<file path="src/hw/kwdt_pkg.sv">
// Package for the keyed watchdog timer: special function addresses, field
// positions, reset values, timing counts and carrier structs.
// Assumes a core that issues one-cycle writes on an 8-bit register port.
`default_nettype none

package kwdt_pkg;

  // Register addresses
  localparam logic [7:0] KWDT_ADDR_KEY    = 8'hFE;
  localparam logic [7:0] KWDT_ADDR_RELOAD = 8'hFF;
  localparam logic [7:0] KWDT_ADDR_PWRCTL = 8'h87;

  // Field positions in the power-control register
  localparam int KWDT_LOAD_EN_POS    = 4;
  localparam int KWDT_POWER_DOWN_POS = 1;

  // Reset values and key code
  localparam logic [7:0] KWDT_KEY_RESET    = 8'h55;
  localparam logic [7:0] KWDT_KEY_DISABLE  = 8'h55;
  localparam logic [7:0] KWDT_RELOAD_RESET = 8'h00;
  localparam logic [7:0] KWDT_PWRCTL_RESET = 8'h00;

  // Counter geometry
  localparam int KWDT_PRESC_W = 11;
  localparam int KWDT_COUNT_W = 8;

  // Machine cycle: 6 clocks, counter steps in state 2 (phase index 1)
  localparam int         KWDT_CYCLE_CLKS = 6;
  localparam logic [2:0] KWDT_PHASE_LAST = 3'h5;
  localparam logic [2:0] KWDT_PHASE_TICK = 3'h1;

  // Write request from the core
  typedef struct packed {
    logic       valid;
    logic [7:0] addr;
    logic [7:0] data;
  } kwdt_sfr_wr_t;

  // Watchdog state seen by the core
  typedef struct packed {
    logic       running;
    logic       loadEnable;
    logic       powerDown;
    logic [7:0] count;
  } kwdt_status_t;

endpackage : kwdt_pkg

`default_nettype wire

</file>
<file path="src/hw/kwdt_top.sv">
// Keyed watchdog timer: 19-bit timer, key and reload registers, power-control bits.
// Assumes one clock, synchronous writes from the core, reset output fed back to rstn.
// Functional notes
// Timer is 11-bit prescaler feeding an 8-bit loadable counter, 19 bits total.
// Timer advances once per 6-clock machine cycle, in its second state.
// Overflow of the 8-bit counter resets the microcontroller.
// Interval is (256 minus load) times 2048 machine cycles.
// After any reset the load/counter register holds zero.
// Reload writes are accepted only while load-enable is set.
// First setting of load-enable starts the watchdog.
// Writing 55H to the key, or hardware reset, disables the watchdog.
// While key holds 55H, power-down bit cannot be set.
// Any key other than 55H enables or re-enables the watchdog.
// Key register at FE, reload register at FF, both write-only.
// Power-control at 87H, load-enable is bit mask 10H.
// Software must reload before expiry to avoid reset.
// Accepted reload sets counter to value and clears prescaler.
// Watchdog reset returns block to disabled, cleared state.
`default_nettype none

module kwdt_top (
  // Clock, reset, enable
  input  wire logic                  sys_clk,
  input  wire logic                  rstn,
  input  wire logic                  clkEn,
  // Core write port
  input  wire kwdt_pkg::kwdt_sfr_wr_t sfrWr,
  // Status and reset out
  output var  kwdt_pkg::kwdt_status_t status,
  output logic                       wdtReset
);

  // Decode
  wire wrKey    = sfrWr.valid && (sfrWr.addr == kwdt_pkg::KWDT_ADDR_KEY);
  wire wrReload = sfrWr.valid && (sfrWr.addr == kwdt_pkg::KWDT_ADDR_RELOAD);
  wire wrPwr    = sfrWr.valid && (sfrWr.addr == kwdt_pkg::KWDT_ADDR_PWRCTL);

  logic [7:0]                      key_r;
  logic                            loadEn_r;
  logic                            powerDown_r;
  logic                            started_r;
  logic [2:0]                      phase_r;
  logic [kwdt_pkg::KWDT_PRESC_W-1:0] presc_r;
  logic [kwdt_pkg::KWDT_COUNT_W-1:0] count_r;

  wire keyDisabled = (key_r == kwdt_pkg::KWDT_KEY_DISABLE);
  wire newLoadEn   = sfrWr.data[kwdt_pkg::KWDT_LOAD_EN_POS];
  wire newPd       = sfrWr.data[kwdt_pkg::KWDT_POWER_DOWN_POS];
  wire running     = started_r && !keyDisabled;
  wire tick        = running && (phase_r == kwdt_pkg::KWDT_PHASE_TICK);
  wire prescWrap   = tick && (&presc_r);
  wire overflow    = prescWrap && (&count_r);
  wire reloadOk    = wrReload && loadEn_r;
  wire powerUp     = wrKey && (sfrWr.data != kwdt_pkg::KWDT_KEY_DISABLE);

  wire [2:0] phaseNxt = (phase_r == kwdt_pkg::KWDT_PHASE_LAST) ? 3'h0 : phase_r + 3'h1;

  // Reset of the core is requested by overflow and fed back via rstn
  always_ff @(posedge sys_clk) begin
    if (!rstn) begin
      key_r       <= kwdt_pkg::KWDT_KEY_RESET;
      loadEn_r    <= 1'b0;
      powerDown_r <= 1'b0;
      started_r   <= 1'b0;
      phase_r     <= 3'h0;
      presc_r     <= '0;
      count_r     <= kwdt_pkg::KWDT_RELOAD_RESET;
      wdtReset    <= 1'b0;
    end else if (clkEn) begin
      phase_r  <= phaseNxt;
      // Reload landing in the overflow cycle wins, no reset then
      wdtReset <= overflow && !reloadOk;
      if (wrKey) begin
        key_r <= sfrWr.data;
      end
      if (wrPwr) begin
        loadEn_r    <= newLoadEn;
        powerDown_r <= newPd && !keyDisabled;
        if (newLoadEn) begin
          started_r <= 1'b1;
        end
      end
      if (reloadOk) begin
        count_r <= sfrWr.data;
        presc_r <= '0;
      end else if (tick) begin
        presc_r <= presc_r + 11'h001;
        if (prescWrap) begin
          count_r <= count_r + 8'h01;
        end
      end
    end
  end

  // Checker helper: ticks since the last accepted reload
  // Counts only real ticks, so key-off pauses do not skew it
  logic [19:0] tickCnt_r;
  logic [7:0]  loadVal_r;
  logic        loadSeen_r;

  always_ff @(posedge sys_clk) begin
    if (!rstn) begin
      tickCnt_r  <= '0;
      loadVal_r  <= '0;
      loadSeen_r <= 1'b0;
    end else if (clkEn) begin
      if (reloadOk) begin
        tickCnt_r  <= '0;
        loadVal_r  <= sfrWr.data;
        loadSeen_r <= 1'b1;
      end else if (tick) begin
        tickCnt_r <= tickCnt_r + 20'h00001;
      end
    end
  end

  // Ticks before the overflow tick: (256 - load) * 2048 - 1
  wire [19:0] ticksDue = {(9'h100 - {1'b0, loadVal_r}), 11'h000} - 20'h00001;

  always_ff @(posedge sys_clk) begin
    if (!rstn) begin
      status <= '0;
    end else if (clkEn) begin
      status.running    <= running;
      status.loadEnable <= loadEn_r;
      status.powerDown  <= powerDown_r;
      status.count      <= count_r;
    end
  end

  // Assertions
  property p_reload_load;
    @(posedge sys_clk) disable iff (!rstn)
      clkEn && reloadOk |=> count_r == $past(sfrWr.data) && presc_r == '0;
  endproperty
  a_reload_load: assert property (p_reload_load) else $error("reload not taken");

  property p_reload_block;
    @(posedge sys_clk) disable iff (!rstn)
      clkEn && wrReload && !loadEn_r && !tick |=> $stable(count_r);
  endproperty
  a_reload_block: assert property (p_reload_block) else $error("locked reload taken");

  property p_tick_phase;
    @(posedge sys_clk) disable iff (!rstn)
      tick |-> phase_r == 3'h1;
  endproperty
  a_tick_phase: assert property (p_tick_phase) else $error("tick off phase");

  property p_phase_wrap;
    @(posedge sys_clk) disable iff (!rstn)
      clkEn && phase_r == 3'h5 |=> phase_r == 3'h0;
  endproperty
  a_phase_wrap: assert property (p_phase_wrap) else $error("cycle not 6 clocks");

  property p_overflow_reset;
    @(posedge sys_clk) disable iff (!rstn)
      clkEn && overflow && !reloadOk |=> wdtReset;
  endproperty
  a_overflow_reset: assert property (p_overflow_reset) else $error("no reset on overflow");

  property p_key_stops;
    @(posedge sys_clk) disable iff (!rstn)
      clkEn && wrKey && sfrWr.data == kwdt_pkg::KWDT_KEY_DISABLE |=> !running;
  endproperty
  a_key_stops: assert property (p_key_stops) else $error("key did not disable");

  property p_pd_inhibit;
    @(posedge sys_clk) disable iff (!rstn)
      clkEn && wrPwr && keyDisabled |=> !powerDown_r;
  endproperty
  a_pd_inhibit: assert property (p_pd_inhibit) else $error("power-down set while keyed");

  property p_first_start;
    @(posedge sys_clk) disable iff (!rstn)
      clkEn && wrPwr && newLoadEn |=> started_r;
  endproperty
  a_first_start: assert property (p_first_start) else $error("load-enable did not start");

  property p_key_enable;
    @(posedge sys_clk) disable iff (!rstn)
      clkEn && powerUp && started_r |=> running;
  endproperty
  a_key_enable: assert property (p_key_enable) else $error("key did not re-enable");

  property p_reset_zero;
    @(posedge sys_clk) !rstn |=> count_r == 8'h00 && !started_r;
  endproperty
  a_reset_zero: assert property (p_reset_zero) else $error("reset state wrong");

  property p_interval;
    @(posedge sys_clk) disable iff (!rstn)
      overflow && loadSeen_r |-> tickCnt_r == ticksDue;
  endproperty
  a_interval: assert property (p_interval) else $error("interval length wrong");

  property p_wrap_point;
    @(posedge sys_clk) disable iff (!rstn)
      overflow |-> count_r == 8'hFF && presc_r == 11'h7FF;
  endproperty
  a_wrap_point: assert property (p_wrap_point) else $error("overflow not at wrap");

  property p_presc_step;
    @(posedge sys_clk) disable iff (!rstn)
      clkEn && tick && !reloadOk |=> presc_r == $past(presc_r) + 11'h001;
  endproperty
  a_presc_step: assert property (p_presc_step) else $error("prescaler did not step");

  property p_count_step;
    @(posedge sys_clk) disable iff (!rstn)
      clkEn && prescWrap && !reloadOk |=> count_r == $past(count_r) + 8'h01;
  endproperty
  a_count_step: assert property (p_count_step) else $error("counter did not step");

  property p_count_hold;
    @(posedge sys_clk) disable iff (!rstn)
      clkEn && !prescWrap && !reloadOk |=> $stable(count_r);
  endproperty
  a_count_hold: assert property (p_count_hold) else $error("counter moved early");

  property p_presc_idle;
    @(posedge sys_clk) disable iff (!rstn)
      clkEn && !tick && !reloadOk |=> $stable(presc_r);
  endproperty
  a_presc_idle: assert property (p_presc_idle) else $error("prescaler off tick");

  property p_stopped_hold;
    @(posedge sys_clk) disable iff (!rstn)
      clkEn && !running && !reloadOk |=> $stable(presc_r) && $stable(count_r);
  endproperty
  a_stopped_hold: assert property (p_stopped_hold) else $error("stopped timer moved");

  property p_reset_pulse;
    @(posedge sys_clk) wdtReset |=> !wdtReset;
  endproperty
  a_reset_pulse: assert property (p_reset_pulse) else $error("reset pulse too long");

  property p_no_spurious;
    @(posedge sys_clk) disable iff (!rstn)
      clkEn && !(overflow && !reloadOk) |=> !wdtReset;
  endproperty
  a_no_spurious: assert property (p_no_spurious) else $error("reset without overflow");

  property p_key_store;
    @(posedge sys_clk) disable iff (!rstn)
      clkEn && wrKey |=> key_r == $past(sfrWr.data);
  endproperty
  a_key_store: assert property (p_key_store) else $error("key not stored");

  property p_loaden_store;
    @(posedge sys_clk) disable iff (!rstn)
      clkEn && wrPwr |=> loadEn_r == $past(newLoadEn);
  endproperty
  a_loaden_store: assert property (p_loaden_store) else $error("load-enable not stored");

  property p_pd_follow;
    @(posedge sys_clk) disable iff (!rstn)
      clkEn && wrPwr && !keyDisabled |=> powerDown_r == $past(newPd);
  endproperty
  a_pd_follow: assert property (p_pd_follow) else $error("power-down not stored");

  property p_started_sticky;
    @(posedge sys_clk) disable iff (!rstn)
      started_r |=> started_r;
  endproperty
  a_started_sticky: assert property (p_started_sticky) else $error("start lost");

  property p_start_only_le;
    @(posedge sys_clk) disable iff (!rstn)
      !started_r && !(clkEn && wrPwr && newLoadEn) |=> !started_r;
  endproperty
  a_start_only_le: assert property (p_start_only_le) else $error("started without enable");

  property p_other_addr;
    @(posedge sys_clk) disable iff (!rstn)
      clkEn && sfrWr.valid && !wrKey && !wrReload && !wrPwr
      |=> $stable(key_r) && $stable(loadEn_r) && $stable(powerDown_r);
  endproperty
  a_other_addr: assert property (p_other_addr) else $error("foreign address taken");

  property p_clken_freeze;
    @(posedge sys_clk) disable iff (!rstn)
      !clkEn |=> $stable(count_r) && $stable(presc_r) && $stable(phase_r)
      && $stable(key_r) && $stable(loadEn_r) && $stable(wdtReset);
  endproperty
  a_clken_freeze: assert property (p_clken_freeze) else $error("state moved while frozen");

  property p_status_mirror;
    @(posedge sys_clk) disable iff (!rstn)
      clkEn |=> status.count == $past(count_r) && status.running == $past(running);
  endproperty
  a_status_mirror: assert property (p_status_mirror) else $error("status out of step");

  property p_reset_key;
    @(posedge sys_clk) !rstn |=> key_r == kwdt_pkg::KWDT_KEY_RESET && !wdtReset && status == '0;
  endproperty
  a_reset_key: assert property (p_reset_key) else $error("reset left block enabled");

  c_pdblock:  cover property (@(posedge sys_clk) wrPwr && newPd && keyDisabled);
  c_reenable: cover property (@(posedge sys_clk) powerUp && started_r);
  c_reload:   cover property (@(posedge sys_clk) reloadOk);
  c_overflow: cover property (@(posedge sys_clk) overflow);
  c_keyoff:   cover property (@(posedge sys_clk) wrKey && sfrWr.data == 8'h55 && started_r);

endmodule : kwdt_top

`default_nettype wire

</file>
<file path="config.mk">
export PLATFORM = sky130hd
export DESIGN_NAME = kwdt_top
export DESIGN_NICKNAME = d
export VERILOG_FILES = /design/src/hw/kwdt_pkg.sv /design/src/hw/kwdt_top.sv
export SDC_FILE = /design/constraint.sdc
export NUM_CORES = 1
export LEC_CHECK = 0
export ABC_AREA = 1
export BUFFER_PORTS_ARGS = -buffer_cell sky130_fd_sc_hd__buf_2
export CAP_MARGIN = 10
export CORE_UTILIZATION = 50
export CTS_BUF_LIST = sky130_fd_sc_hd__clkbuf_16
export CTS_CLUSTER_DIAMETER = 50
export DETAILED_ROUTE_END_ITERATION = 6
export PLACE_DENSITY = 0.71
export SYNTH_ARGS = -nofsm -noshare
export SYNTH_HDL_FRONTEND = slang
export SYNTH_SLANG_ARGS = --single-unit
</file>
<file path="constraint.sdc">
create_clock -name sys_clk -period 1.91 [get_ports sys_clk]
set_clock_uncertainty 0.05 [all_clocks]
set_input_delay 0.382 -clock sys_clk [delete_from_list [all_inputs] [get_ports sys_clk]]
set_output_delay 0.382 -clock sys_clk [all_outputs]
set_load 0.005 [all_outputs]
</file>
Yosys cells after proc, flatten, opt, wreduce, memory -nomap -nowiden
Index checks and enable logic that the tools add are counted.
{"block": "word_totals", "out_inout_bits": 12, "register_bits": 45, "wordCells": 48}
{"block": "classes", "reduce_logical": 21, "mux": 6, "eq_ne": 6, "n_addsub": 3}
{"op": "$eq A8 B8 Y1 const B", "n": 3}
{"op": "$mux W8", "n": 3}
{"op": "$mux W11", "n": 2}
{"op": "$add A11 B1 Y11 const B", "n": 1}
{"op": "$reduce_and A11 Y1", "n": 1}
{"op": "$logic_and A1 B1 Y1", "n": 10}
{"op": "$add A8 B1 Y8 const B", "n": 1}
{"op": "$eq A8 B7 Y1 const B", "n": 1}
{"op": "$reduce_and A8 Y1", "n": 1}
{"op": "$reduce_and A2 Y1", "n": 3}
{"op": "$reduce_and A3 Y1", "n": 2}
{"op": "$reduce_bool A2 Y1", "n": 2}
{"op": "$add A3 B1 Y3 const B", "n": 1}
{"op": "$eq A3 B1 Y1 const B", "n": 1}
{"op": "$eq A3 B3 Y1 const B", "n": 1}
{"op": "$mux W3", "n": 1}
{"op": "$logic_not A1 Y1", "n": 2}

Depth between registers and ports, before layout
Gate-level depths: netlist of run 1.
{"block": "logic_depth", "ltp_word": 8, "depth_mapped": 11, "depth_no_buf": 10}

Worst setup path after synthesis of run 1
Ideal clock, no wire load.
{"block": "synth_path", "kind": "flip-flop to flip-flop", "from": "register presc_r[0] (netlist name)", "to": "register count_r[2] (netlist name)", "stages_incl_launch_ff": 10, "path_buffers": 1, "setup_ns": 0.113, "path_slack_ns": 0.438, "arrival_ns": 1.310, "cell_sequence": "dfxtp_1 > ha_1 > nand2_2 > nor2_2 > nand4_1 > nand2_4 > nand2_4 > buf_6 > nor2_1 > nor2_1"}
{"block": "synth_between", "elab_chain_cells": 4}
{"element": "from (decl)", "line_no": "kwdt_top.sv:43", "text": "logic [kwdt_pkg::KWDT_PRESC_W-1:0] presc_r;"}
{"element": "from (signal assigned)", "line_no": "kwdt_top.sv:87", "text": "presc_r <= presc_r + 11'h001;"}
{"element": "$reduce_and A11 Y1", "line_no": "kwdt_top.sv:51", "text": "wire prescWrap = tick && (&presc_r);"}
{"element": "$logic_and A1 B1 Y1", "line_no": "kwdt_top.sv:51"}
{"element": "$reduce_bool A2 Y1 (no source line)"}
{"element": "$reduce_and A3 Y1 (no source line)"}
{"element": "to (signal assigned)", "line_no": "kwdt_top.sv:67", "text": "count_r <= kwdt_pkg::KWDT_RELOAD_RESET;"}
{"element": "to (signal assigned)", "line_no": "kwdt_top.sv:84", "text": "count_r <= sfrWr.data;"}
{"element": "to (signal assigned)", "line_no": "kwdt_top.sv:89", "text": "count_r <= count_r + 8'h01;"}
{"element": "to (decl)", "line_no": "kwdt_top.sv:44", "text": "logic [kwdt_pkg::KWDT_COUNT_W-1:0] count_r;"}
Every way passes these cells.
A chain may end at the register's enable or synchronous reset.

Worst setup path in the final report of run 1
{"block": "layout_path", "from": "register presc_r[0] (netlist name)", "to": "register count_r[7] (netlist name)"}
Same word-level chain as after synthesis.

==> results of run 1 <==
[sequential cells by signal, summed over array words and instances, names as in the netlist]
register and cells:
presc_r 11, status 11, count_r 8, key_r 8
phase_r 3, loadEn_r 1, powerDown_r 1, started_r 1
wdtReset 1
[metal layers]
metal  global-route usage  vias to the layer above  share of wire
li1                     -                     1182              -
met1                0.299                      957           0.47
met2                0.383                       61           0.46
met3               0.0492                        7          0.056
met4               0.0533                        0          0.010
met5                    0                        -              0
[power by group]
part           switching, mW  internal (mW)
combinational         0.0706         0.0412
clock                  0.373          0.491
sequential           0.00687          0.952
total                  0.450           1.48
[metrics by stage]
stage	cell area, um^2	util	cells
2_1_floorplan	2400	-	353
3_3_place_gp	2570	0.574	428
3_5_place_dp	2570	0.574	428
4_1_cts	2720	0.607	436
5_1_grt	2720	0.607	436
6_report	2720	0.607	436
[placed cells by master, fill, tap and decap left out, types with 3 or more instances in the layout]
cell,count
buf_2,31
a21oi_1,30
nand3_4,3
o21ai_0,20
inv_1,36
nor2_1,51
nand2_2,7
clkbuf_16,5
nand4_1,4
dfxtp_1,45
buf_4,3
nand3_1,28
nor3_1,3
nand2_1,91
[area by class of cell]
type	instances	area, um^2	area share
clock buffer	5	125	0.0460
sequential	45	901	0.331
multi-input combinational	260	1280	0.473
clock inverter	3	25.0	0.00921
timing repair buffer	34	178	0.0654
inverter	37	139	0.0511
tap	52	65.1	0.0239
[critical path, delay by kind of cell, from the launching register on]
kind | cells | cell delay [ns]
adders and majority gates | 1 | 0.22
DFF | 1 | 0.38
and+or+nand+nor | 7 | 0.85
[path summary, 6_finish.rpt]
path	from	endpoint	slack (ns)	cells past startpoint
worst max-delay path	presc_r[0]	count_r[7]	0.30	8
worst min-delay path	sfrWr[2]	key_r[2]	0.26	3
worst max register to register	presc_r[0]	count_r[7]	0.30	8
worst min register to register	key_r[7]	key_r[7]	0.40	2
[kinds of logic after synthesis]
| family | count (synthesis) | share of synthesized area |
|---|---|---|
| and+or+nand+nor | 201 | 0.398 |
| AOI/OAI and AO/OA | 54 | 0.116 |
| buffers and inverters | 48 | 0.0882 |
| DFF | 45 | 0.376 |
| xor gates and xnor gates | 3 | 0.0110 |
| adders and majority gates | 2 | 0.0104 |
==> flow_metrics.tcl, run 1 <==
set metrics [dict create \
    status "complete, no violations" \
    drt_iter0_drc 112 \
    cts_buffer_depth 2 \
    synth.most_common_cell "nand2_1" \
    clock_latency_ns 0.29 \
    arrival_ns 1.75 \
    cts_tree "done" \
    io_pins 32 \
    core_um2 4470 \
    p_per_area_nw_per_um2 712 \
    async_flop_share 0 \
    critPathKind "reg -> reg" \
    p_leak_nw 1.27 \
    first_pass_iters 4 \
    nFillCells 441 \
    fmax_ghz 0.621 \
    synthTopCellsByCount "nand2_1 (91), nor2_1 (51), dfxtp_1 (45), inv_1 (36), a21oi_1 (30)" \
    synth_cells 353 \
    ys_ff_latch 45 \
    n_antenna_cell 0 \
    clkTransAtPathRegs_ns 0.07 \
    synth_top_area_cell "dfxtp_1" \
    layout-drive-gt1-share 0.169 \
    rows 24 \
    grt_antenna_before_repair 0 \
    vias_per_cell 5.06 \
    gp_congestion 0.851 \
    vias 2207 \
    cp_slowest_stage_delay_ns 0.38 \
    critical_path_required_ns 2.05 \
    pre_cts_ws_ns 0.211 \
    cts-root-buf "clkbuf_16" \
    nets 405 \
    initial_core_util 0.536 \
    fp.dieH_um 71.2 \
    fin_crit_ns 1.61 \
    irDropWorstVdd_mv 0.292 \
    drc 0 \
    die_x_um 71.2 \
    maxCapViolations 0 \
    final_hold_viol_count 0 \
    wire_per_inst_um 12.3 \
    finalMaxSlewViolations 0 \
    slew_headroom 0.680 \
    grt_overflow 0 \
    synth.avg_cell_area_um2 6.79 \
    period_share 0.843 \
    cts.repair.resized 0 \
    synth.top_cell.area_share 0.376 \
    cts_buffers 5 \
    netlist_top_cells_area "dfxtp_1 (38%), nand2_1 (14%), nor2_1 (8.0%), a21oi_1 (6.3%), nand3_1 (5.8%)" \
    finalSetupViolations 0 \
    layout_setup_ws_ns 0.301 \
    worstMarginPinSlew_ns 0.479 \
    timing.hold.ws_ns 0.262 \
    syn-num-nets 375 \
    netlist_area_um2 2400 \
    synthDistinctLibCells 31 \
    power_mw 1.93 \
    cp_cell_sequence "ha_1 -> nand2_2 -> nor2_2 -> nand4_1 -> nand2_4 -> nand2_4 -> nor2_1 -> nor2_1" \
    ys_seq_area_frac 0.376 \
    port-buffer-count 31 \
    postRouteAntennaNets 0 \
    cts_setup_buffers 0 \
    fin_tns_setup_ns 0 \
    synth_edf_count 0 \
    cts_sinks 45 \
    hold_class "in -> reg" \
    cpMaxStageDelayCell "dfxtp_1" \
    holdBufCountCts 0 \
    grt_max_degree 31 \
    dieArea_um2 5080 \
    grt_pass1_vias 2021 \
    yosys_warnings 0 \
    path_max_fanout 11 \
    crit_path_start_kind "flop" \
    rsz0062_at_grt "no" \
    h-tree-depth 2 \
    yosys_most_used_dff "dfxtp_1" \
    worstSetupEndpointType "flop" \
    syn2layout_area_growth_pct 13.4 \
    dp.final_hpwl_mm 3.91 \
    grt_usage 0.228 \
    wirelength_mm 5.37 \
    grt_first_pass_wirelength_mm 9.03 \
]
No activity file was read; power rests on OpenSTA's default activity.
==> run 2, diff against run 1 <==
==> constraint.sdc (replaced) <==
create_clock -name sys_clk -period 1.5 [get_ports sys_clk]
set_clock_uncertainty 0.05 [all_clocks]
set_input_delay 0.3 -clock sys_clk [delete_from_list [all_inputs] [get_ports sys_clk]]
set_output_delay 0.3 -clock sys_clk [all_outputs]
set_load 0.005 [all_outputs]
==> run 2 against run 1 <==
Worst hold slack got worse by 0.083 ns. Clock power is 25% higher. Final area up 5.2%. Register-to-register slack got worse by 0.26 ns. Worst setup slack got worse by 0.26 ns. Critical path depth unchanged. Fmax is 10% higher. Final cell count grew 2.5%. Largest cell class unchanged.
==> flow_metrics.tcl, run 2 (same netlist as run 1, synthesis figures left out) <==
set metrics [dict create \
    status "complete, no violations" \
    p_per_area_nw_per_um2 856 \
    critPathKind "reg -> reg" \
    rsz0062_at_grt "yes" \
    h-tree-depth 2 \
    dpl_cell_area_um2 2640 \
    sw_frac_of_total 0.230 \
    regToRegStartpoint "presc_r[0]" \
    cts_sinks 45 \
    gp_congestion 0.862 \
    hold_end "key_r[2]" \
    cts_tree "done" \
    reg2reg_setup_slack_ns 0.04 \
    post-place-cells 437 \
    r2r-end "count_r[7]" \
    port-buffer-count 31 \
    crit_path_start_kind "flop" \
    fin_util 0.639 \
    fp.dieH_um 71.2 \
    top_regs "presc_r x11, status x11" \
    initial_core_util 0.536 \
    clkTransAtPathRegs_ns 0.07 \
    grt_pass1_vias 2017 \
    fmax_ghz 0.685 \
    syn2layout_area_growth_pct 19.3 \
    slew_headroom 0.722 \
    clock_latency_ns 0.29 \
    drc 0 \
    final_area_um2 2860 \
    p_leak_nw 1.34 \
    vias_per_cell 5.11 \
    grt_first_pass_wirelength_mm 8.99 \
    dieArea_um2 5080 \
    grt_max_degree 31 \
    p_seq_frac 0.497 \
    wirelength_mm 5.53 \
    clkPwrFrac 0.443 \
    first_pass_iters 4 \
    whs_path_depth 3 \
    worstSetupEndpointType "flop" \
    p_switching_uw 563 \
    pwr-share-comb 0.060 \
    critical_path_required_ns 1.63 \
    maxCapViolations 0 \
    grt_antenna_before_repair 0 \
    worstMarginPinSlew_ns 0.414 \
    n_antenna_cell 0 \
    postRouteAntennaNets 0 \
    period_share 0.973 \
    irDropWorstVdd_mv 0.583 \
    core_um2 4470 \
    finalNonFillerCells 447 \
    rows 24 \
    hold_class "in -> reg" \
    mostFrequentLayoutCells "nand2_1 (88), nor2_1 (48), dfxtp_1 (42), inv_1 (36), buf_2 (31)" \
    layout-drive-gt1-share 0.218 \
    final_common_cell "nand2_1" \
    path_max_fanout 6 \
    nets 416 \
    finalSetupViolations 0 \
    power.internal_mw 1.88 \
    cts_buffer_depth 2 \
    vias 2285 \
    holdCritStartpoint "sfrWr[2]" \
    power_mw 2.45 \
    cts-root-buf "clkbuf_16" \
    grt_overflow 0 \
    io_pins 32 \
    dp.final_hpwl_mm 3.93 \
    cts_buffers 5 \
    drt_iter0_drc 161 \
    fin_crit_ns 1.46 \
    r2r.worst_path.cells 8 \
    die_x_um 71.2 \
    finalMaxSlewViolations 0 \
    grt_usage 0.224 \
    arrival_ns 1.59 \
    wire_per_inst_um 12.4 \
    final_hold_viol_count 0 \
]
[run 2: changes by cell type in the layout (fill, tap and decap cells not counted), sizes merged]
cell,previous run,this run
clkinv,1,3
inv,38,37
nand2,101,102
buf,34,44
clkinvlp,1,0
[run 2: worst max-delay path by stage]
| stage | startpoint | to | depth (start not counted) |
|---|---|---|---|
| after floorplan | presc_r[0] | count_r[2] | 9 |
| after CTS | presc_r[1] | presc_r[8] | 10 |
| after global placement | presc_r[0] | count_r[7] | 8 |
| final | presc_r[0] | count_r[7] | 8 |
| after detailed placement | presc_r[0] | count_r[4] | 8 |
| after global routing | presc_r[1] | count_r[7] | 8 |
[run 2: per-layer routing]
| layer | GRT usage | wire, um | vias up |
|---|---|---|---|
| met3 | 0.0408 | 277 | 5 |
| li1 | - | - | 1205 |
| met5 | 0 | 0 | - |
| met4 | 0.0711 | 57 | 0 |
| met1 | 0.301 | 2580 | 1014 |
| met2 | 0.365 | 2620 | 61 |
[run 2: cell type report]
class                   count  area (um^2)
clock inverters             3         22.5
clock buffers               5          125
flip-flops and latches     45          912
repair buffers             44          253
fillers                   411         1620
well taps                  52         65.1
inverters                  37          139
multi-input cells         261         1340
[run 2: worst max-delay path: stages (launching register included)]
cell	delay, ns
dfxtp_4	0.37
ha_4	0.15
nand2_4	0.06
nor2_4	0.11
nand4_1	0.15
nand2_4	0.17
nand2_8	0.08
nor2_1	0.16
nor2_2	0.04
[run 2: power by group through the flow]
stage                     combinational, mW  sequential [mW]  clock [mW]
after CTS                             0.148             1.22        1.11
after floorplan                      0.0768             1.25           0
after detailed placement              0.147             1.25           0
after global placement                0.145             1.25           0
final                                 0.147             1.22        1.08
after global routing                  0.166             1.22        1.16
[run 2: what timing repair did]
item / CTS / global route
pin swaps: 0 / 8
endpoints found under the setup margin: 3 / 10
gates cloned: 0 / 1
resized for setup: 2 / 15
hold buffers: 0 / 0
hold endpoints to repair: 0 / 0
buffers inserted: 0 / 1
[run 2: per-stage QoR]
stage          setup TNS [ns]  hold slack, ns  worst slack [ns]
5_1_grt               -0.0684           0.203           -0.0342
6_report                    0           0.179            0.0401
3_5_place_dp                0           0.396           0.00560
4_1_cts                     0           0.180            0.0195
3_3_place_gp                0           0.391            0.0645
2_1_floorplan               0           0.363            0.0275
